## src/design/fsr_pkg.sv

```systemverilog
// Constants and types shared by the FIFO and status register bank
`default_nettype none

package fsr_pkg;

   // ==========================================================
   // Register addresses
   localparam logic [5:0] ADR_FIFO_PORT   = 6'h02;
   localparam logic [5:0] ADR_MAIN_STATUS = 6'h03;
   localparam logic [5:0] ADR_FILL_COUNT  = 6'h04;
   localparam logic [5:0] ADR_AUX_STATUS  = 6'h05;
   localparam logic [5:0] ADR_THRESHOLD   = 6'h29;

   // ==========================================================
   // Sizes
   localparam int          FIFO_DEPTH = 64;
   localparam int          FIFO_AW    = 6;
   localparam int          COUNT_W    = 7;
   localparam int          THR_W      = 6;
   localparam int          IRQ_SRC_N  = 6;
   localparam logic [6:0]  FIFO_SIZE  = 7'h40;

   // ==========================================================
   // Field positions, main status
   localparam int MS_LOW_ALERT  = 0;
   localparam int MS_HIGH_ALERT = 1;
   localparam int MS_ERROR      = 2;
   localparam int MS_IRQ        = 3;
   localparam int MS_LINK_LSB   = 4;

   // ==========================================================
   // Field positions, auxiliary status
   localparam int AS_LAST_LSB   = 0;
   localparam int AS_CHECKSUM   = 5;
   localparam int AS_EEPROM     = 6;
   localparam int AS_TIMER      = 7;

   // ==========================================================
   // Reset values
   localparam logic [5:0] THRESHOLD_RST  = 6'h08;
   localparam logic [7:0] MAIN_RST       = 8'h05;
   localparam logic [7:0] FILL_RST       = 8'h00;
   localparam logic [7:0] AUX_RST        = 8'h60;

   // ==========================================================
   // Link state codes
   localparam logic [2:0] LSC_IDLE       = 3'h0;
   localparam logic [2:0] LSC_TX_START   = 3'h1;
   localparam logic [2:0] LSC_TX_PAYLOAD = 3'h2;
   localparam logic [2:0] LSC_TX_END     = 3'h3;
   localparam logic [2:0] LSC_RX_TURN    = 3'h4;
   localparam logic [2:0] LSC_RX_GUARD   = 3'h5;
   localparam logic [2:0] LSC_RX_LISTEN  = 3'h6;
   localparam logic [2:0] LSC_RX_DATA    = 3'h7;

   // Modem sequencer states reported by the RF side
   typedef enum logic [3:0]
   {
      MODEM_IDLE,
      MODEM_SEND_FRAME_START,
      MODEM_SEND_PAYLOAD,
      MODEM_SEND_FRAME_END,
      MODEM_RX_TURN_ON,
      MODEM_RX_TURN_OFF,
      MODEM_RX_GUARD_WAIT,
      MODEM_RX_LISTENING,
      MODEM_RX_RECEIVING
   } fsr_modem_type;

endpackage : fsr_pkg

`default_nettype wire

```

## src/design/fsr_regs.sv

```systemverilog
// FIFO data port, fill count, threshold and status registers
// Summary of operation
// Address 02h reads and writes bytes of one shared 64-byte FIFO.
// Seven-bit fill count, host write adds one, host read subtracts one.
// Link code 000 idle, 001 frame start, 010 payload, 011 frame end.
// Link code 100 rx turn on/off, 101 guard wait, 110 listen, 111 receive.
// Main status bit 3 set when any enabled interrupt source requests.
// Main status bit 2 set when any fault bit is set.
// Near-full alert when 64 minus fill count is at most threshold.
// Near-empty alert when fill count is at most threshold.
// Auxiliary bit 7 shows the timer running.
// Auxiliary bit 6 shows nonvolatile programming finished.
// Auxiliary bit 5 shows checksum calculation finished.
// Auxiliary bits 2..0 give valid bits of last byte, zero means eight.
// Six-bit threshold held in bits 5..0 of register 29h.
// Host writes to read-only status and count registers are ignored.
`default_nettype none

module fsr_regs
   import fsr_pkg::*;
(
   // Clock and reset
   input  wire logic                   clk_i,
   input  wire logic                   resetn_i,
   input  wire logic                   ce_i,
   // Host register port
   input  wire logic [5:0]             addr_i,
   input  wire logic                   wr_i,
   input  wire logic                   rd_i,
   input  wire logic [7:0]             wdata_i,
   output logic      [7:0]             rdata_o,
   output logic                        rvalid_o,
   // Modem side of the FIFO
   input  wire logic                   core_push_i,
   input  wire logic [7:0]             core_wdata_i,
   output logic                        core_push_ack_o,
   input  wire logic                   core_pop_i,
   output logic      [7:0]             core_rdata_o,
   output logic                        core_rvalid_o,
   // Status sources
   input  wire fsr_pkg::fsr_modem_type modem_state_i,
   input  wire logic [5:0]             irq_request_i,
   input  wire logic [5:0]             irq_mask_reg_i,
   input  wire logic [7:0]             fault_bits_reg_i,
   input  wire logic                   timer_active_i,
   input  wire logic                   eeprom_write_done_i,
   input  wire logic                   checksum_done_i,
   input  wire logic [2:0]             rx_final_valid_bits_i,
   // Level outputs
   output logic      [6:0]             fifo_fill_count_o,
   output logic                        near_full_alert_o,
   output logic                        near_empty_alert_o
);

   import fsr_pkg::*;

   // ==========================================================
   // State
   logic [FIFO_AW-1:0] wr_ptr_ff;
   logic [FIFO_AW-1:0] rd_ptr_ff;
   logic [COUNT_W-1:0] count_ff;
   logic [THR_W-1:0]   thr_ff;
   logic               rd_pend_ff;
   logic               rd_fifo_ff;
   logic               core_pend_ff;
   logic [7:0]         snap_ff;
   logic [7:0]         mem_q;

   // ==========================================================
   // Decode
   wire hit_fifo  = (addr_i == ADR_FIFO_PORT);
   wire hit_main  = (addr_i == ADR_MAIN_STATUS);
   wire hit_fill  = (addr_i == ADR_FILL_COUNT);
   wire hit_aux   = (addr_i == ADR_AUX_STATUS);
   wire hit_thr   = (addr_i == ADR_THRESHOLD);

   wire fifo_full  = (count_ff == FIFO_SIZE);
   wire fifo_empty = (count_ff == 7'h00);

   // Host wins the single port; the modem retries on a missing ack
   wire host_wr_req = wr_i && hit_fifo;
   wire host_rd_req = rd_i && hit_fifo;
   wire host_push   = host_wr_req && !fifo_full;
   wire host_pop    = host_rd_req && !fifo_empty;
   wire core_push   = core_push_i && !host_wr_req && !fifo_full;
   wire core_pop    = core_pop_i && !host_rd_req && !fifo_empty;
   wire do_push     = host_push || core_push;
   wire do_pop      = host_pop || core_pop;
   wire [7:0] push_data = host_wr_req ? wdata_i : core_wdata_i;

   wire [COUNT_W-1:0] nxt_count = count_ff
                                + {6'h00, do_push}
                                - {6'h00, do_pop};

   // ==========================================================
   // Status derivation
   logic [2:0] link_code;
   always_comb
   begin
      case (modem_state_i)
         MODEM_IDLE:             link_code = LSC_IDLE;
         MODEM_SEND_FRAME_START: link_code = LSC_TX_START;
         MODEM_SEND_PAYLOAD:     link_code = LSC_TX_PAYLOAD;
         MODEM_SEND_FRAME_END:   link_code = LSC_TX_END;
         MODEM_RX_TURN_ON:       link_code = LSC_RX_TURN;
         MODEM_RX_TURN_OFF:      link_code = LSC_RX_TURN;
         MODEM_RX_GUARD_WAIT:    link_code = LSC_RX_GUARD;
         MODEM_RX_LISTENING:     link_code = LSC_RX_LISTEN;
         MODEM_RX_RECEIVING:     link_code = LSC_RX_DATA;
         default:                link_code = LSC_IDLE;
      endcase
   end

   wire any_irq    = |(irq_request_i & irq_mask_reg_i);
   wire err_sum    = |fault_bits_reg_i;
   // 64 - count never underflows since count stays at or below 64
   wire [COUNT_W-1:0] free_slots = FIFO_SIZE - count_ff;
   wire near_full  = (free_slots <= {1'b0, thr_ff});
   wire near_empty = (count_ff <= {1'b0, thr_ff});

   wire [7:0] main_word;
   assign main_word[7]                       = 1'b0;
   assign main_word[MS_LINK_LSB +: 3]        = link_code;
   assign main_word[MS_IRQ]                  = any_irq;
   assign main_word[MS_ERROR]                = err_sum;
   assign main_word[MS_HIGH_ALERT]           = near_full;
   assign main_word[MS_LOW_ALERT]            = near_empty;

   wire [7:0] aux_word;
   assign aux_word[AS_TIMER]                 = timer_active_i;
   assign aux_word[AS_EEPROM]                = eeprom_write_done_i;
   assign aux_word[AS_CHECKSUM]              = checksum_done_i;
   assign aux_word[4:3]                      = 2'b00;
   assign aux_word[AS_LAST_LSB +: 3]         = rx_final_valid_bits_i;

   // Unmapped and empty-FIFO reads answer zero
   wire [7:0] rd_mux = hit_main ? main_word
                     : hit_fill ? {1'b0, count_ff}
                     : hit_aux  ? aux_word
                     : hit_thr  ? {2'b00, thr_ff}
                     : 8'h00;

   // ==========================================================
   // Storage
   fsr_fifo_mem
   #(
      .W     (8),
      .DEPTH (FIFO_DEPTH),
      .AW    (FIFO_AW)
   )
   u_mem
   (
      .clk_i    (clk_i),
      .resetn_i (resetn_i),
      .ce_i     (ce_i),
      .we_i     (do_push),
      .waddr_i  (wr_ptr_ff),
      .wdata_i  (push_data),
      .re_i     (do_pop),
      .raddr_i  (rd_ptr_ff),
      .rdata_o  (mem_q)
   );

   // ==========================================================
   // FIFO pointers and count
   always_ff @(posedge clk_i)
   begin
      if (!resetn_i)
      begin
         wr_ptr_ff <= '0;
         rd_ptr_ff <= '0;
         count_ff  <= '0;
      end
      else if (ce_i)
      begin
         wr_ptr_ff <= wr_ptr_ff + FIFO_AW'(do_push);
         rd_ptr_ff <= rd_ptr_ff + FIFO_AW'(do_pop);
         count_ff  <= nxt_count;
      end
   end

   // Besides the FIFO port only the threshold is writable; status and count writes fall through
   always_ff @(posedge clk_i)
   begin
      if (!resetn_i)
      begin
         thr_ff <= THRESHOLD_RST;
      end
      else if (ce_i && wr_i && hit_thr)
      begin
         thr_ff <= wdata_i[THR_W-1:0];
      end
   end

   // ==========================================================
   // Read pipeline, two cycles so data leaves a flop
   always_ff @(posedge clk_i)
   begin
      if (!resetn_i)
      begin
         rd_pend_ff   <= 1'b0;
         rd_fifo_ff   <= 1'b0;
         core_pend_ff <= 1'b0;
         snap_ff      <= 8'h00;
      end
      else if (ce_i)
      begin
         rd_pend_ff   <= rd_i;
         rd_fifo_ff   <= host_pop;
         core_pend_ff <= core_pop;
         snap_ff      <= rd_mux;
      end
   end

   always_ff @(posedge clk_i)
   begin
      if (!resetn_i)
      begin
         rdata_o            <= 8'h00;
         rvalid_o           <= 1'b0;
         core_rdata_o       <= 8'h00;
         core_rvalid_o      <= 1'b0;
         core_push_ack_o    <= 1'b0;
         fifo_fill_count_o  <= 7'h00;
         near_full_alert_o  <= 1'b0;
         near_empty_alert_o <= 1'b1;
      end
      else if (ce_i)
      begin
         rdata_o            <= rd_fifo_ff ? mem_q : snap_ff;
         rvalid_o           <= rd_pend_ff;
         core_rdata_o       <= core_pend_ff ? mem_q : core_rdata_o;
         core_rvalid_o      <= core_pend_ff;
         core_push_ack_o    <= core_push;
         fifo_fill_count_o  <= nxt_count;
         near_full_alert_o  <= near_full;
         near_empty_alert_o <= near_empty;
      end
   end
endmodule : fsr_regs

`default_nettype wire

```

## src/design/fsr_fifo_mem.sv

```systemverilog
// Byte storage of the shared FIFO, registered read data
`default_nettype none

module fsr_fifo_mem
#(
   parameter int W     = 8,
   parameter int DEPTH = 64,
   parameter int AW    = 6
)
(
   // Clock and control
   input  wire logic          clk_i,
   input  wire logic          resetn_i,
   input  wire logic          ce_i,
   // Write port
   input  wire logic          we_i,
   input  wire logic [AW-1:0] waddr_i,
   input  wire logic [W-1:0]  wdata_i,
   // Read port
   input  wire logic          re_i,
   input  wire logic [AW-1:0] raddr_i,
   output logic      [W-1:0]  rdata_o
);

   logic [W-1:0] mem_ff [DEPTH];

   // ==========================================================
   // Storage, no reset on the array
   always_ff @(posedge clk_i)
   begin
      if (ce_i && we_i)
      begin
         mem_ff[waddr_i] <= wdata_i;
      end
   end

   // ==========================================================
   // Read register
   always_ff @(posedge clk_i)
   begin
      if (!resetn_i)
      begin
         rdata_o <= '0;
      end
      else if (ce_i && re_i)
      begin
         rdata_o <= mem_ff[raddr_i];
      end
   end

endmodule : fsr_fifo_mem

`default_nettype wire

```

## config.mk

```make
export PLATFORM = sky130hd
export DESIGN_NAME = fsr_regs
export DESIGN_NICKNAME = d
export VERILOG_FILES = /design/src/design/fsr_pkg.sv /design/src/design/fsr_regs.sv /design/src/design/fsr_fifo_mem.sv
export SDC_FILE = /design/constraint.sdc
export NUM_CORES = 1
export LEC_CHECK = 0
export ABC_CLOCK_PERIOD_IN_PS = 6100
export BUFFER_PORTS_ARGS = -buffer_cell sky130_fd_sc_hd__buf_2
export CELL_PAD_IN_SITES_DETAIL_PLACEMENT = 1
export CELL_PAD_IN_SITES_GLOBAL_PLACEMENT = 1
export CORE_AREA = 2 2 246 248
export CTS_CLUSTER_DIAMETER = 50
export CTS_CLUSTER_SIZE = 10
export DETAILED_ROUTE_END_ITERATION = 6
export DIE_AREA = 0 0 248 250
export PLACE_DENSITY = 0.72
export SYNTH_ARGS = -nofsm -noshare
export SYNTH_HDL_FRONTEND = slang
export SYNTH_SLANG_ARGS = --single-unit
```

## constraint.sdc

```tcl
create_clock -name clk_i -period 6.1 [get_ports clk_i]
set_input_delay 1.22 -clock clk_i [delete_from_list [all_inputs] [get_ports clk_i]]
set_output_delay 1.22 -clock clk_i [all_outputs]
set_load 0.1 [all_outputs]
```

==> results.cfg, run 1 <==
[setup_path]
endpoint_kind = register
cp_max_fo = 5
crit_type = primary input to register
cp.required_ns = 6.55
crit_chain = buf_2 -> nor4_4 -> and3_1 -> o21a_1 -> inv_1 -> ha_1 -> inv_1 -> ha_1 -> inv_1 -> fa_1 -> o21bai_1 -> a21oi_1 -> or4_1 -> nand3_1 -> xnor2_1 -> nor2_1
arrival_ns = 4.43
slowest_delay_ns = 0.50
cpMostUsedCell = inv_1
critical-path-slowest-cell = or4_1
start_kind = primary input

[flow_run]
drv_cap = 0

[drt]
via_per_inst = 5.727
wl_um = 61060
dr_total_vias = 13400
drt_iter0_drc = 1121
dr.pass1.iters = 5
remaining_drc_errors = 0
drt-wirelength-per-cell_um = 26.10
drtAntennaViolNets = 0

[sta]
worst_slew_pin_slew_ns = 1.168
slew_viol_final = 0
finalSetupViolCount = 0
finalCritPeriodShare_pct = 65.12
finalSetupTns_ns = 0
rsz0062_at_grt = no
max_freq_mhz = 251.7
layout_min_cycle_time_ns = 3.972
finalHoldViolCount = 0
slew_headroom_pct = 22.17
finalClockSkew_ns = 0.02519

[cells_and_area]
nNetsFinal = 1622
diodes = 0
fin_cells = 2339
layout-drive-gt1-share_pct = 18.11
fill_cells = 5722
area_delta_synth_final_pct = 13.53

[synth]
synthCells = 1431
syn_avg_cell_area_um2 = 16.41
synth_nets = 1518
synth-seq-cells = 577
ys_types = 64
synthFlopType = edfxtp_1
syn_area_um2 = 23480
ys_warn_count = 0
async_reset_ff_share_pct = 0
ys_seq_area_share_pct = 71.02
synth_edf_count = 512

[place]
portBuffers = 86
dp_hpwl_um = 39140
place.gp.congestion = 0.8745
placed_cells = 2243

[grt]
grt_usage_pct = 19.98
grt_max_degree = 77
antenna_found_initial = 0
gr-total-overflow = 0
first_global_vias = 14220
grt_first_pass_wirelength_um = 91730

[clock_tree]
post_cts_buffers = 0
cts_tree = done
cts.sinks = 577
worstSkewPairLatency_ns = 0.60
clkTransAtPathRegs_ns = 0.05
ctsHoldBuffers = 0
cts.path.max_buffers = 3
cts_resized = 0
cts_root_buffer = clkbuf_16
h-tree-depth = 3
cts_buffers = 72

[floorplanning]
ios = 87
initial_core_util_pct = 39.42
rows = 90
fp.dieArea_um2 = 62000
chipHeight_um = 250
die_w_um = 248
core_um2 = 59570

[power]
swShare_pct = 24.72
p_sw_w = 0.002241
irDropWorstVdd_v = 0.0002389
p_int_w = 0.006825
leakage_nw = 8.393
p_seq_share_pct = 48.8
power_density_nw_per_um2 = 340.1
clkPwrFrac_pct = 41.3
power_frac_comb_pct = 9.9

[outcome]
status = finished clean

[worst_hold_path]
min_path_type = register to register
-- per-layer routing --
layer / vias up / GRT usage (%) / wire (µm)
li1: 5844 / - / -
met1: 6975 / 26.37 / 25590
met2: 454 / 32.85 / 30000
met3: 122 / 3.624 / 3490
met4: 0 / 7.476 / 1973
met5: - / 0 / 0
-- layout make-up --
class	count	area, µm²	share of cell area (%)
clock inverter	16	176.4	0.6618
clock buffer	80	1832	6.871
sequential	577	16690	62.60
inverter	22	82.58	0.3098
tap	782	978.4	3.670
multi-input combinational	757	6329	23.74
timing repair buffer	105	573.1	2.150
-- critical path: cells and delay by family --
kind	cells	cell delay [ns]
and+or+nand+nor	5	1.34
adders and majority gates	3	0.91
AOI/OAI and AO/OA	3	0.48
buffers and inverters	4	0.35
xor gates and xnor gates	1	0.12
-- layout by cell type (no fill, tap or decap), types with 9 or more instances in the layout --
cell type / synthesis / layout
a211oi_1: 17 / 17
a21oi_1: 37 / 37
a22oi_1: 20 / 20
buf_2: 18 / 86
buf_4: 11 / 19
clkbuf_16: 0 / 72
dfxtp_1: 65 / 62
edfxtp_1: 512 / 512
ha_1: 27 / 27
inv_1: 21 / 21
mux2i_1: 140 / 140
mux4_2: 72 / 72
nand2_1: 58 / 58
nand3_1: 23 / 23
nand4_1: 9 / 9
nor2_1: 139 / 139
nor2b_1: 13 / 13
nor4_1: 10 / 10
o211ai_1: 13 / 13
o21ai_0: 18 / 18
o221ai_1: 14 / 14
o22ai_1: 43 / 43
-- logic make-up after synthesis --
group | share of synthesized area [%]
buffers and inverters | 2.030
DFF | 71.02
muxes | 13.26
AOI/OAI and AO/OA | 5.792
adders and majority gates | 1.524
and+or+nand+nor | 5.856
xor gates and xnor gates | 0.5222
-- through the flow --
| stage | hold WS (ns) | cell area (µm²) | utilization [%] | total power [W] | worst slack [ns] |
|---|---|---|---|---|---|
| 2_1_floorplan | 0.4447 | 23480 | - | 0.005135 | 2.154 |
| 3_3_place_gp | 0.4458 | 24650 | 41.38 | 0.005369 | 1.641 |
| 3_5_place_dp | 0.4585 | 24650 | 41.38 | 0.005394 | 1.598 |
| 4_1_cts | 0.4656 | 26660 | 44.75 | 0.009134 | 2.162 |
| 5_1_grt | 0.4872 | 26660 | 44.75 | 0.009364 | 1.922 |
| 6_report | 0.4614 | 26660 | 44.75 | 0.009066 | 2.128 |
-- flip-flops by register name, summed over array words and instances (netlist names), 6 cells and up --
name               count
wr_ptr_ff              6
rdata_o                8
fifo_fill_count_o      7
thr_ff                 6
core_rdata_o           8
u_mem.rdata_o          8
rd_ptr_ff              6
u_mem.mem_ff         512
snap_ff                8
-- Yosys cell counts, types with 4 or more instances --
cell,count,area [µm²]
buf_4,11,82.58
buf_6,5,56.30
mux2_2,8,90.09
mux2i_1,140,1401
nand4_1,9,56.30
nand3_1,23,115.1
nand2_1,58,217.7
a21oi_1,37,185.2
ha_1,27,337.8
nor4_1,10,62.56
buf_2,18,90.09
o21bai_1,4,30.03
xnor2_1,8,70.07
o21ai_0,18,90.09
o22ai_1,43,269.0
a211oi_1,17,127.6
a22oi_1,20,150.1
dfxtp_1,65,1301
a2111oi_0,8,70.07
mux4_2,72,1622
o21ai_1,7,35.03
clkbuf_1,33,123.9
nor2b_1,13,81.33
o211ai_1,13,97.59
nor2_1,139,521.8
o221ai_1,14,122.6
nand2b_1,6,37.54
buf_1,7,26.28
a31oi_1,4,25.02
and2_1,8,50.05
xor2_1,6,52.55
a222oi_1,5,50.05
inv_1,21,78.83
nand3b_1,4,30.03
or3_1,5,31.28
edfxtp_1,512,15370
-- power groups by stage --
stage	registers, W	clock network, W	logic [W]
final	0.00442	0.00375	0.000900
after global routing	0.00442	0.00397	0.000971
after CTS	0.00442	0.00381	0.000904
after detailed placement	0.00450	0	0.000894
after global placement	0.00450	0	0.000872
after floorplan	0.00459	0	0.000542
-- worst paths after layout --
path,startpoint,endpoint,slack (ns),cells past startpoint
worst max-delay path,addr_i[3],fifo_fill_count_o[6],2.13,16
worst min-delay path,core_rdata_o[3],core_rdata_o[3],0.46,2
worst max register to register,fifo_fill_count_o[1],fifo_fill_count_o[6],2.34,16
worst min register to register,core_rdata_o[3],core_rdata_o[3],0.46,2
Note: power is estimated with default switching activity, not from simulation.
==> run 2: changes to the inputs <==
--- a/config.mk
+++ b/config.mk
@@ -5,7 +5,7 @@
 export SDC_FILE = /design/constraint.sdc
 export NUM_CORES = 1
 export LEC_CHECK = 0
-export ABC_CLOCK_PERIOD_IN_PS = 6100
+export ABC_CLOCK_PERIOD_IN_PS = 3500
 export BUFFER_PORTS_ARGS = -buffer_cell sky130_fd_sc_hd__buf_2
 export CELL_PAD_IN_SITES_DETAIL_PLACEMENT = 1
 export CELL_PAD_IN_SITES_GLOBAL_PLACEMENT = 1
@@ -14,7 +14,7 @@
 export CTS_CLUSTER_SIZE = 10
 export DETAILED_ROUTE_END_ITERATION = 6
 export DIE_AREA = 0 0 248 250
-export PLACE_DENSITY = 0.72
+export PLACE_DENSITY = 0.75
 export SYNTH_ARGS = -nofsm -noshare
 export SYNTH_HDL_FRONTEND = slang
 export SYNTH_SLANG_ARGS = --single-unit
==> constraint.sdc (replaced) <==
create_clock -name clk_i -period 3.5 [get_ports clk_i]
set_input_delay 0.7 -clock clk_i [delete_from_list [all_inputs] [get_ports clk_i]]
set_output_delay 0.7 -clock clk_i [all_outputs]
set_load 0.1 [all_outputs]
==> results.cfg, run 2 (synthesized netlist as in run 1, its figures left out) <==
[outcome]
status = finished clean

[sta]
fin_ws_ns = 0.2646
rsz0062_at_grt = no
slew_headroom_pct = 41.87
layout_min_cycle_time_ns = 3.235
finalClockSkew_ns = 0.02399
worst_slew_pin_slew_ns = 0.8720
max_freq_mhz = 309.1
finalHoldViolCount = 0
finalSetupViolCount = 0
finalCritPeriodShare_pct = 92.44
slew_viol_final = 0

[drt]
via_per_inst = 5.614
drtAntennaViolNets = 0
drt-wirelength-per-cell_um = 25.16
dr.pass1.iters = 5
dr_total_vias = 13750
remaining_drc_errors = 0
drt_iter0_drc = 1064
wl_um = 61610

[power]
power_frac_comb_pct = 10.3
p_sw_w = 0.003798
leakage_nw = 8.955
p_seq_share_pct = 48.3
swShare_pct = 23.79
irDropWorstVdd_v = 0.0003452
p_int_w = 0.01217
power_density_nw_per_um2 = 579.3
clkPwrFrac_pct = 41.4

[setup_path]
start_kind = register
crit_chain = inv_1 -> ha_1 -> nand4_1 -> o21a_1 -> inv_1 -> ha_1 -> inv_1 -> ha_1 -> inv_1 -> fa_2 -> o21bai_1 -> a21oi_1 -> or4_1 -> nand3_1 -> xnor2_1 -> nor2_1
crit_start = fifo_fill_count_o[2]
cp.required_ns = 3.97
endpoint_kind = register
worst-path-buf-inv = 4
worstReg2RegEnd = fifo_fill_count_o[6]
path_delay_family = adder cells
arrival_ns = 3.71
cp.depth = 16
crit_path_end = fifo_fill_count_o[6]
cp_max_fo = 7
slowest_delay_ns = 0.47
crit_type = register to register
rrSetupSlack_ns = 0.26
critical-path-slowest-cell = or4_1
cpMostUsedCell = inv_1
r2r.worst_path.cells = 16
r2r-start = fifo_fill_count_o[2]

[floorplanning]
core_um2 = 59570
initial_core_util_pct = 39.42
rows = 90
die_w_um = 248
fp.dieArea_um2 = 62000
chipHeight_um = 250
ios = 87

[cells_and_area]
final_cell_mix = 512 x edfxtp_1, 140 x mux2i_1, 139 x nor2_1
diodes = 0
layout-drive-gt1-share_pct = 23.40
top_register = u_mem.mem_ff
nNetsFinal = 1723
fin_cells = 2449
area_delta_synth_final_pct = 17.36
largest_reg_flops = 512
layout_commonest_cell = edfxtp_1
final_area_um2 = 27560
fill_cells = 5709

[grt]
grt_first_pass_wirelength_um = 92750
grt_usage_pct = 20.06
gr-total-overflow = 0
first_global_vias = 14670
grt_max_degree = 65
antenna_found_initial = 0

[place]
dp_slack_ns = -0.2434
placed_area_um2 = 25490
dp_hpwl_um = 39260
placed_cells = 2344
portBuffers = 86
place.gp.congestion = 0.8568

[clock_tree]
ctsHoldBuffers = 0
cts_root_buffer = clkbuf_16
cts.sinks = 577
h-tree-depth = 3
cts_buffers = 71
worstSkewPairLatency_ns = 0.60
clkTransAtPathRegs_ns = 0.05
cts_tree = done
cts.path.max_buffers = 3

[worst_hold_path]
min_path_type = primary input to register

[flow_run]
drv_cap = 0
run 2: power by group through the flow:
stage                     Combinational, W  Clock, W  Sequential [W]
after floorplan                   0.000943         0         0.00801
after global placement             0.00158         0         0.00784
after detailed placement           0.00163         0         0.00784
after CTS                          0.00164   0.00674         0.00770
after global routing               0.00177   0.00699         0.00771
final                              0.00164   0.00662         0.00771
run 2: worst min-delay path by stage:
stage,depth (start not counted),endpoint,slack [ns],from
3_3_place_gp,2,core_rdata_o[6],0.44,core_rdata_o[6]
5_1_grt,3,thr_ff[2],0.37,wdata_i[2]
3_5_place_dp,2,core_rdata_o[4],0.45,core_rdata_o[4]
6_report,3,thr_ff[0],0.37,wdata_i[0]
4_1_cts,3,thr_ff[0],0.34,wdata_i[0]
2_1_floorplan,2,snap_ff[5],0.44,snap_ff[5]
run 2: area by class of cell:
class                      count  area [µm²]  share of cell area, %
inverter                      22       82.58                 0.2997
clock inverter                 9       123.9                 0.4495
timing repair buffer         207        1414                  5.131
clock buffer                  95        1919                  6.965
multi-input combinational    757        6334                  22.98
sequential                   577       16710                  60.62
tap                          782       978.4                  3.551
run 2: repair_timing:
action,CTS,global route
resized for setup,0,7
buffers inserted,0,1
setup endpoints to repair,0,1
run 2: worst reg2reg max path, delay by kind of cell, from the launching register on:
family / cells / cell delay (ns)
AND/OR/NAND/NOR: 4 / 0.78
buffers and inverters: 4 / 0.31
flip-flops: 1 / 0.39
XOR/XNOR: 1 / 0.12
AO/OA/AOI/OAI: 3 / 0.43
adder cells (fa/ha/maj): 4 / 1.09
run 2: per-stage QoR:
| step | TNS (ns) | utilization (%) | hold WS [ns] | total power (W) |
|---|---|---|---|---|
| final | 0 | 46.26 | 0.3713 | 0.01597 |
| after global routing | 0 | 46.26 | 0.3688 | 0.01647 |
| after CTS | 0 | 46.22 | 0.3389 | 0.01608 |
| after detailed placement | -0.2434 | 42.79 | 0.4500 | 0.009472 |
| after global placement | -0.2371 | 42.79 | 0.4444 | 0.009416 |
| after floorplan | 0 | - | 0.4447 | 0.008954 |
run 2: per-layer routing:
metal / up-vias / part of all wire [%] / wire (µm) / global-route usage (%)
met5: - / 0 / 0 / 0
met1: 7133 / 41 / 25310 / 25.89
li1: 6055 / - / - / -
met3: 121 / 5.6 / 3458 / 2.925
met2: 439 / 50 / 30700 / 33.70
met4: 0 / 3.5 / 2144 / 8.435
==> run 3: changes to the inputs <==
--- a/config.mk
+++ b/config.mk
@@ -14,7 +14,8 @@
 export CTS_CLUSTER_SIZE = 10
 export DETAILED_ROUTE_END_ITERATION = 6
 export DIE_AREA = 0 0 248 250
-export PLACE_DENSITY = 0.75
+export PLACE_DENSITY = 0.74
 export SYNTH_ARGS = -nofsm -noshare
 export SYNTH_HDL_FRONTEND = slang
+export SYNTH_HIERARCHICAL = 1
 export SYNTH_SLANG_ARGS = --single-unit
==> results.cfg, run 3 <==
[drt]
drtAntennaViolNets = 0
wl_um = 59790
remaining_drc_errors = 0
drt_iter0_drc = 1072
dr.pass1.iters = 5
dr_total_vias = 13410
drt-wirelength-per-cell_um = 24.99
via_per_inst = 5.606

[power]
irDropWorstVdd_v = 0.0006141
p_sw_w = 0.004301
clkPwrFrac_pct = 39.4
p_seq_share_pct = 46.7
power_frac_comb_pct = 13.9
swShare_pct = 25.83
leakage_nw = 8.908
p_int_w = 0.01235
power_density_nw_per_um2 = 604.6

[grt]
antenna_found_initial = 0
grt_max_degree = 65
grt_first_pass_wirelength_um = 90800
first_global_vias = 14400
gr-total-overflow = 0
grt_usage_pct = 19.61

[floorplanning]
rows = 90
chipHeight_um = 250
die_w_um = 248
core_um2 = 59570
ios = 87
initial_core_util_pct = 39.47
fp.dieArea_um2 = 62000

[clock_tree]
worstSkewPairLatency_ns = 0.60
cts.path.max_buffers = 3
cts_tree = done
cts.sinks = 577
cts_root_buffer = clkbuf_16
cts_resized = 0
clkTransAtPathRegs_ns = 0.06
h-tree-depth = 3
post_cts_buffers = 0
ctsHoldBuffers = 0
cts_buffers = 70

[cells_and_area]
post-route-util_pct = 46.23
area_delta_synth_final_pct = 17.13
layout_commonest_cell = edfxtp_1
top_register = u_mem/mem_ff
largest_reg_flops = 512
final_area_um2 = 27540
diodes = 0
layout-drive-gt1-share_pct = 25.57
final_cell_mix = 512 x edfxtp_1, 108 x nor2_1, 107 x mux4_2
nNetsFinal = 1660

[place]
dp_slack_ns = -0.1148
dp_hpwl_um = 38270
portBuffers = 86
placed_area_um2 = 25520
place.gp.congestion = 0.8683

[synth]
synth-seq-cells = 577
synth_nets = 1473
synthCells = 1386
synth_edf_count = 512
ys_seq_area_share_pct = 70.92
synthFlopType = edfxtp_1
ys_types = 66
ys_warn_count = 6
async_reset_ff_share_pct = 0
yosysMostFrequentCell = edfxtp_1
yosysTopAreaCell = edfxtp_1
synth_area_leaders = edfxtp_1 65%, mux4_2 10%, dfxtp_1 5.5%
synth_common_cells = 512 x edfxtp_1, 108 x nor2_1, 107 x mux4_2, 85 x mux2i_1, 81 x nand2_1
syn_area_um2 = 23510
syn_avg_cell_area_um2 = 16.97
synth_top_area_share_pct = 65.39

[sta]
slew_headroom_pct = 11.84
layout_min_cycle_time_ns = 3.197
finalSetupViolCount = 0
finalClockSkew_ns = 0.01985
rsz0062_at_grt = no
finalSetupTns_ns = 0
worst_slew_pin_slew_ns = 1.317
finalHoldViolCount = 0
hold_ws_ns = 0.3831
max_freq_mhz = 312.8
fin_ws_ns = 0.3033
finalCritPeriodShare_pct = 91.33
slew_viol_final = 0

[setup_path]
arrival_ns = 3.69
crit_type = register to register
cp_max_fo = 6
endpoint_kind = register
cp.required_ns = 3.99
start_kind = register

[flow_run]
drv_cap = 0

[outcome]
status = finished clean

[worst_hold_path]
min_path_type = primary input to register
-- run 3: area by class of cell --
type	count	area [µm²]
clock buffer	99	1892
clock inverter	11	132.6
fill	5700	32030
inverter	21	78.83
multi-input combinational	715	6409
sequential	577	16690
tap	782	978.4
timing repair buffer	188	1359
-- run 3: power groups by stage --
stage	registers, W	clock network, W	logic (W)
5_1_grt	0.00779	0.00694	0.00250
4_1_cts	0.00778	0.00669	0.00233
3_5_place_dp	0.00792	0	0.00231
3_3_place_gp	0.00791	0	0.00223
2_1_floorplan	0.00817	0	0.00136
6_report	0.00778	0.00656	0.00232
-- run 3: final timing paths --
kind | from | end | slack (ns) | cells past startpoint
min reg2reg | core_rdata_o[2] | core_rdata_o[2] | 0.46 | 2
min | wdata_i[3] | thr_ff[3] | 0.38 | 3
max | fifo_fill_count_o[1] | fifo_fill_count_o[4] | 0.30 | 12
max reg2reg | fifo_fill_count_o[1] | fifo_fill_count_o[4] | 0.30 | 12
-- run 3: kinds of logic (layout without fill, tap and decap cells) --
kind of cell / count (synthesis) / in the layout / share of synthesized area (%)
AND/OR/NAND/NOR: 305 / 305 / 6.247
flip-flops: 577 / 577 / 70.92
AO/OA/AOI/OAI: 177 / 177 / 5.039
buffers and inverters: 94 / 319 / 1.910
multiplexers: 193 / 193 / 13.91
XOR/XNOR: 12 / 12 / 0.4470
adder cells (fa/ha/maj): 28 / 28 / 1.522
-- run 3: per-stage QoR --
step,total power (W),cells
final,0.01665,2393
after global routing,0.01724,2393
after CTS,0.01680,2393
after detailed placement,0.01023,2283
after global placement,0.01014,2283
after floorplan,0.009526,1386
-- run 3: critical path, stage by stage (launching register included) --
cell      delay, ns
dfxtp_2        0.35
inv_1          0.17
ha_1           0.29
nand4b_1       0.23
a21boi_1       0.22
ha_1           0.30
inv_1          0.05
ha_1           0.21
fa_1           0.44
nand2b_1       0.14
a21oi_1        0.11
or3_1          0.32
a311oi_1       0.26
-- run 3: per-layer routing --
metal | track usage [%] | vias to the layer above | part of all wire, %
met1 | 25.53 | 7023 | 41
met2 | 33.40 | 424 | 51
met3 | 2.861 | 96 | 5.3
met4 | 6.861 | 0 | 2.8
met5 | 0 | - | 0
li1 | - | 5871 | -
